### src/energy_detect_pkg.sv
package energy_detect_pkg;

    // Management register address of the control register.
    localparam logic [4:0] EDC_ADDR = 5'h1D;

    // Field positions inside the 16-bit control register.
    localparam int BIT_ENABLE = 15;
    localparam int BIT_AUTO_WAKE = 14;
    localparam int BIT_AUTO_SLEEP = 13;
    localparam int BIT_MANUAL = 12;
    localparam int BIT_BURST_DIS = 11;
    localparam int BIT_PWR_STATE = 10;
    localparam int BIT_ERR_HIT = 9;
    localparam int BIT_DATA_HIT = 8;

    // Reset values of the writable fields, and the saturation value of the event counters.
    localparam logic RST_ENABLE = 1'b0;
    localparam logic RST_AUTO_WAKE = 1'b1;
    localparam logic RST_AUTO_SLEEP = 1'b1;
    localparam logic RST_BURST_DIS = 1'b0;
    localparam logic [3:0] RST_ERR_THRESH = 4'h1;
    localparam logic [3:0] RST_DATA_THRESH = 4'h1;
    localparam logic [3:0] COUNT_MAX = 4'hF;

    // Pulse burst on power-up.
    localparam logic [2:0] BURST_LONG = 3'h4;
    localparam logic [2:0] BURST_SHORT = 3'h1;
    localparam logic [7:0] PULSE_GAP_CYC = 8'h10;

    // Quiet time after which the event counters fall back to zero.
    localparam longint CLK_HZ = 50000000;
    localparam longint IDLE_RESET_S = 2;
    localparam longint IDLE_RESET_CYC = IDLE_RESET_S * CLK_HZ;
    localparam int IDLE_W = 28;

    typedef struct packed {
        logic enable;
        logic auto_wake;
        logic auto_sleep;
        logic manual;
        logic burst_dis;
        logic pwr_state;
        logic err_hit;
        logic data_hit;
        logic [3:0] err_thresh;
        logic [3:0] data_thresh;
    } energy_detect_control_t;

    typedef struct packed {
        logic wr;
        logic rd;
        logic [4:0] addr;
        logic [15:0] wdata;
    } reg_req_t;

    typedef struct packed {
        logic data_event;
        logic error_event;
        logic energy_present;
    } line_events_t;

endpackage

### src/energy_detect_power_control.sv
`timescale 1ns/1ps
`default_nettype none

module energy_detect_power_control
    import energy_detect_pkg::*;
#(
    parameter logic [IDLE_W-1:0] IDLE_RESET_CYCLES = IDLE_W'(IDLE_RESET_CYC)
)
(
    // Clock and reset
    input wire logic sys_clk,
    input wire logic rst_b,
    // Management register access
    input wire reg_req_t reg_req,
    output logic [15:0] reg_rdata,
    // Line event inputs from the analog detector
    input wire line_events_t line_ev,
    // Power sequencing and pulse transmit
    output logic power_up_start,
    output logic power_down_start,
    output logic detect_pulse_tx
);

    energy_detect_control_t ctrl;
    logic [3:0] data_cnt;
    logic [3:0] err_cnt;
    logic [IDLE_W-1:0] idle_cnt;
    logic [2:0] burst_left;
    logic [7:0] gap_cnt;
    logic sel;
    logic wr_hit;
    logic rd_hit;
    logic idle_expired;
    logic go_up;
    logic go_down;
    energy_detect_control_t wr_view;

    // Viewing the write data through the register layout keeps field positions in one place.
    assign wr_view = energy_detect_control_t'(reg_req.wdata);
    assign sel = (reg_req.addr == EDC_ADDR);
    assign wr_hit = reg_req.wr && sel;
    assign rd_hit = reg_req.rd && sel;
    assign idle_expired = (idle_cnt >= IDLE_RESET_CYCLES);

    // Manual toggle takes priority over the automatic decisions in the same cycle.
    always_comb
    begin
        go_up = 1'b0;
        go_down = 1'b0;
        if (ctrl.manual)
        begin
            go_up = !ctrl.pwr_state;
            go_down = ctrl.pwr_state;
        end
        else if (ctrl.enable)
        begin
            go_up = !ctrl.pwr_state && ctrl.auto_wake && (data_cnt >= ctrl.data_thresh);
            go_down = ctrl.pwr_state && ctrl.auto_sleep && !line_ev.energy_present;
        end
    end

    // Writable fields and the self-clearing manual command.
    always_ff @(posedge sys_clk or negedge rst_b)
    begin
        if (!rst_b)
        begin
            ctrl.enable <= RST_ENABLE;
            ctrl.auto_wake <= RST_AUTO_WAKE;
            ctrl.auto_sleep <= RST_AUTO_SLEEP;
            ctrl.manual <= 1'b0;
            ctrl.burst_dis <= RST_BURST_DIS;
            ctrl.err_thresh <= RST_ERR_THRESH;
            ctrl.data_thresh <= RST_DATA_THRESH;
        end
        else if (wr_hit)
        begin
            ctrl.enable <= reg_req.wdata[BIT_ENABLE];
            ctrl.auto_wake <= reg_req.wdata[BIT_AUTO_WAKE];
            ctrl.auto_sleep <= reg_req.wdata[BIT_AUTO_SLEEP];
            ctrl.manual <= reg_req.wdata[BIT_MANUAL];
            ctrl.burst_dis <= reg_req.wdata[BIT_BURST_DIS];
            ctrl.err_thresh <= wr_view.err_thresh;
            ctrl.data_thresh <= wr_view.data_thresh;
        end
        else
        begin
            ctrl.manual <= 1'b0;
        end
    end

    // Power state moves in the same edge that the start pulse is issued.
    always_ff @(posedge sys_clk or negedge rst_b)
    begin
        if (!rst_b)
        begin
            ctrl.pwr_state <= 1'b0;
            power_up_start <= 1'b0;
            power_down_start <= 1'b0;
        end
        else
        begin
            power_up_start <= go_up;
            power_down_start <= go_down;
            if (go_up || go_down)
            begin
                ctrl.pwr_state <= go_up;
            end
        end
    end

    // Saturating event counters, cleared by quiet time or a power transition.
    always_ff @(posedge sys_clk or negedge rst_b)
    begin
        if (!rst_b)
        begin
            data_cnt <= 4'h0;
            err_cnt <= 4'h0;
            idle_cnt <= '0;
        end
        else if (!ctrl.enable)
        begin
            data_cnt <= 4'h0;
            err_cnt <= 4'h0;
            idle_cnt <= '0;
        end
        else
        begin
            if (line_ev.data_event)
            begin
                idle_cnt <= '0;
            end
            else if (!idle_expired)
            begin
                idle_cnt <= idle_cnt + IDLE_W'(1);
            end
            if ((idle_expired && !line_ev.data_event) || go_up || go_down)
            begin
                data_cnt <= 4'h0;
                err_cnt <= 4'h0;
            end
            else
            begin
                if (line_ev.data_event && data_cnt != COUNT_MAX)
                begin
                    data_cnt <= data_cnt + 4'h1;
                end
                if (line_ev.error_event && err_cnt != COUNT_MAX)
                begin
                    err_cnt <= err_cnt + 4'h1;
                end
            end
        end
    end

    // Sticky flags; a new hit in the read cycle survives the clear.
    always_ff @(posedge sys_clk or negedge rst_b)
    begin
        if (!rst_b)
        begin
            ctrl.err_hit <= 1'b0;
            ctrl.data_hit <= 1'b0;
        end
        else
        begin
            if (ctrl.enable && err_cnt >= ctrl.err_thresh)
            begin
                ctrl.err_hit <= 1'b1;
            end
            else if (rd_hit)
            begin
                ctrl.err_hit <= 1'b0;
            end
            if (ctrl.enable && data_cnt >= ctrl.data_thresh)
            begin
                ctrl.data_hit <= 1'b1;
            end
            else if (rd_hit)
            begin
                ctrl.data_hit <= 1'b0;
            end
        end
    end

    // Read data is captured on the read strobe; other addresses read as zero.
    always_ff @(posedge sys_clk or negedge rst_b)
    begin
        if (!rst_b)
        begin
            reg_rdata <= 16'h0000;
        end
        else if (reg_req.rd)
        begin
            reg_rdata <= sel ? ctrl : 16'h0000;
        end
    end

    // Pulse burst: one pulse now, the rest spaced by a fixed gap.
    always_ff @(posedge sys_clk or negedge rst_b)
    begin
        if (!rst_b)
        begin
            burst_left <= 3'h0;
            gap_cnt <= 8'h00;
            detect_pulse_tx <= 1'b0;
        end
        else if (power_up_start)
        begin
            burst_left <= (ctrl.burst_dis ? BURST_SHORT : BURST_LONG) - 3'h1;
            gap_cnt <= PULSE_GAP_CYC;
            detect_pulse_tx <= 1'b1;
        end
        else if (burst_left != 3'h0 && gap_cnt == 8'h01)
        begin
            burst_left <= burst_left - 3'h1;
            gap_cnt <= PULSE_GAP_CYC;
            detect_pulse_tx <= 1'b1;
        end
        else
        begin
            detect_pulse_tx <= 1'b0;
            if (gap_cnt != 8'h00)
            begin
                gap_cnt <= gap_cnt - 8'h01;
            end
        end
    end

endmodule

`default_nettype wire

### config.mk
export PLATFORM = sky130hd
export DESIGN_NAME = energy_detect_power_control
export DESIGN_NICKNAME = d
export VERILOG_FILES = /design/src/energy_detect_pkg.sv /design/src/energy_detect_power_control.sv
export SDC_FILE = /design/constraint.sdc
export NUM_CORES = 1
export LEC_CHECK = 0
export BUFFER_PORTS_ARGS = -buffer_cell sky130_fd_sc_hd__buf_2
export CAP_MARGIN = 20
export CORE_UTILIZATION = 45
export DETAILED_ROUTE_END_ITERATION = 16
export GPL_ROUTABILITY_DRIVEN = 1
export REMOVE_ABC_BUFFERS = 1
export SETUP_SLACK_MARGIN = 0.05
export SLEW_MARGIN = 5
export SYNTH_ARGS = -nofsm -noshare
export SYNTH_HDL_FRONTEND = slang
export SYNTH_SLANG_ARGS = --single-unit
### constraint.sdc
create_clock -name sys_clk -period 4.9 [get_ports sys_clk]
set_input_delay 1.47 -clock sys_clk [delete_from_list [all_inputs] [get_ports sys_clk]]
set_output_delay 1.47 -clock sys_clk [all_outputs]
set_load 0.02 [all_outputs]
==> implementation parameters <==
Parameter                              Value

Run status
  Run status    complete, no violations

Yosys
  Netlist area before placement    4141 sq um
  Library cell with the largest summed area after synthesis    dfrtp_1
  Post-Synthesis Mean Instance Area    9.884 sq um
  Gate Count Post-Synth    419
  Sequential-to-total area share from yosys stat    49.67%
  Post-synth EDFFs    0
  Distinct cell type count of the synthesized netlist    50
  Most instantiated flip-flop cell in the synthesis netlist    dfrtp_1
  Register bit count reported by yosys    between 80 and 90
  Number of warnings reported in the yosys synthesis log    0
  Cells taking the most area after synthesis    dfrtp_1, ha_1, nand2_1
  Area share of the leading cell type in the synthesized netlist    47.13%
  Async set-reset flop share out of synthesis    100.0%

Clocking
  Clock tree from TritonCTS    yes
  Insertion delay of the later-clocked pin in the worst-skew pair    0.36 ns
  H-tree depth    3
  Cts-stage hold buffer count    0
  Number of clock sinks    82
  Setup Fix Bufs, Post-CTS    0
  Clock root buffer    clkbuf_8
  Clk buf depth    2
  Number of gates resized after CTS    0
  Clock slew at the register clock pins of the worst setup and hold paths    about 0.1 ns
  Cts bufs inserted    9

Critical path
  Ordered list of cells on the worst path    or4_1, o211ai_2, o2111ai_4, or4_1, a21oi_1
  Reg-to-reg critical path endpoint    idle_cnt[9]
  Startpoint of the worst register-to-register path    idle_cnt[10]
  Most used cell, CP    or4_1
  Slowest stage cell, crit path    or4_1
  Depth of the most critical reg-to-reg path    5
  Critical Path AT    2.93 ns
  Required time worst endpoint    5.17 ns
  Capturing instance or port of the critical path    idle_cnt[9]
  CP max FO    36
  CP startpoint    idle_cnt[10]
  Worst stage delay on the critical path    about 0.64 ns
  Crit path launch type    flop
  Number of cells on the critical path    5
  Endpoint class of the critical path    flop
  Critical path buffers and inverters    0
  Worst R2R Setup Slack    2.24 ns
  Critical path type    reg -> reg
  Family with the most delay on the worst path    simple AND/OR/NAND/NOR gates

Finish
  Synthesis-to-layout area growth    11.72%
  # diodes    0
  Final Instance Area    ~4600 sq um
  Number of nets at the end of the flow    504
  Share of post-route cells with drive strength above 1    18.88%
  Layout filler cell count    around 820

Route
  Initial DRC count    roughly 130
  Post-route DRC    0
  Vias post-DR    between 3000 and 4000
  ANT nets after route    0
  First-pass detailed-route iteration total    4
  Mean routed wirelength per cell    between 10 and 15 um
  Via-per-instance ratio    5.481
  Post-Route WL    between 8000 and 9000 um

GRT
  Largest net degree at the start of global routing    59
  Vias in the first global route    3140
  Aggregate global routing overflow    0
  Wire length of the first global-routing pass    14570 um
  Initial antenna violation count    0
  Gr usage total    18.81%

Timing
  Endpoints failing hold    0
  Crit path time final    2.655 ns
  Fraction of the cycle the final worst path needs    54.18%
  Fin. max-slew vios    0
  Setup TNS    0 ns
  Final setup violation count    0
  Slew of the pin with the lowest slew margin    between 1 and 1.5 ns
  Worst Slack Setup Final    2.245 ns
  RSZ-0062 raised after global routing    no
  Fin Clk Skew    0.01079 ns
  Maximum achievable frequency    0.3766 GHz
  Relative slew margins    approximately 33%

Power
  Power density over the cells    between 300 and 400 nW/um^2
  Worst vdd ir    136.7 uV
  Static leakage    0.002070 uW
  Tot Pwr    1597 uW

Placement
  Final weighted congestion of routability-driven global placement    approximately 0.75
  Count of input and output buffers    43
  Pre-CTS setup slack    a little under 2 ns
  Cell area after placement    ~4400 sq um
  DP Wirelength    between 5000 and 6000 um

Die
  Number of primary I/O pins    47
  Horiz. Die Dim    around 100 um
  Height of the chip    97.94 um
  Row count    34
  Core outline area    8806 sq um
  Initial Util    47.03%
  Area of the die    9591 sq um

Job
  Max Cap Viol    0

Worst hold path
  Worst hold path class    reg -> reg
-- metrics by stage --
stage / cells / hold WS [ns] / util [%]
floorplan: 405 / 0.4498 / -
global placement: 558 / 0.4718 / 50.47
detailed placement: 558 / 0.4815 / 50.47
CTS: 574 / 0.5074 / 52.54
global route: 574 / 0.5351 / 52.54
finish: 574 / 0.5018 / 52.54
-- routing by layer --
layer / up-vias / wire [um] / part of all wire, % / global-route usage [%]
met5: - / 0 / 0 / 0
met4: 0 / 125 / 1.5 / 7.576
met3: 12 / 205 / 2.5 / 2.935
met2: 43 / 3853 / 46 / 30.12
met1: 1495 / 4159 / 50 / 25.63
li1: 1596 / - / - / -
-- how the worst min path moves through the flow --
stage            start      endpoint  slack (ns)  cells past startpoint
4_1_cts        ctrl[8]  reg_rdata[8]        0.51                      2
2_1_floorplan  ctrl[8]  reg_rdata[8]        0.45                      2
6_report       ctrl[8]  reg_rdata[8]        0.50                      2
3_5_place_dp   ctrl[8]  reg_rdata[8]        0.48                      2
3_3_place_gp   ctrl[9]  reg_rdata[9]        0.47                      2
5_1_grt        ctrl[8]  reg_rdata[8]        0.54                      2
-- synth_stat cells (all sizes together) (8+ instances only) --
cell type	number
o211ai	8
inv	38
dfrtp	78
nand4	12
a21oi	21
clkbuf	11
ha	15
mux2	13
nand3	11
or3	14
o21ai	32
nor2	16
or4	11
nand2	47
nor3	14
xnor2	8
-- placed cells by master, fill, tap and decap left out, types with 3 or more instances in the layout --
cell type	count
dfrtp_1	78
nand2_1	47
buf_2	42
inv_1	38
o21ai_0	32
a21oi_1	21
nor2_1	16
ha_1	15
nor3_1	14
or3_1	14
mux2_2	13
nand4_1	12
or4_1	11
nand3_1	11
clkbuf_8	9
xnor2_1	8
o31ai_1	7
o211ai_1	6
mux2i_1	5
and3_1	5
and2_1	5
o311ai_0	4
dfstp_2	4
a21o_1	3
nand2b_1	3
o41ai_1	3
inv_6	3
buf_4	3
-- final cells by class --
class | instances | area [sq um] | share of cell area [%]
Sequential cell | 82 | 2057 | 44.46
Multi-Input combinational cell | 285 | 1877 | 40.56
Timing Repair Buffer | 45 | 232.7 | 5.030
Inverter | 38 | 142.6 | 3.083
Tap cell | 108 | 135.1 | 2.921
Clock buffer | 9 | 123.9 | 2.677
Clock inverter | 7 | 58.81 | 1.271
-- power breakdown --
part           internal, uW  switching [uW]  total (uW)
clock network           193             277         471
registers               761            70.4         832
logic                   134             161         294
total                  1090             509        1600
-- flip-flops by register name (all words and copies together), names as in the netlist --
| register | count |
|---|---|
| ctrl | 16 |
| gap_cnt | 8 |
| detect_pulse_tx | 1 |
| err_cnt | 4 |
| reg_rdata | 16 |
| power_down_start | 1 |
| idle_cnt | 28 |
| data_cnt | 4 |
| power_up_start | 1 |
| burst_left | 3 |
-- worst register-to-register path: stages (launching register included) --
cell       delay (ns)
dfrtp_1          0.44
or4_1            0.57
o211ai_2         0.30
o2111ai_4        0.46
or4_1            0.65
a21oi_1          0.15
-- cell families after synthesis --
family / after synthesis / synth area share, %
mux: 18 / 4.743
simple gates: 151 / 19.18
fa+ha+maj: 15 / 4.532
buf+inv: 52 / 5.196
flops: 82 / 49.67
compound gates: 92 / 14.77
xor+xnor: 9 / 1.903
(Power assumes the default switching activity.)
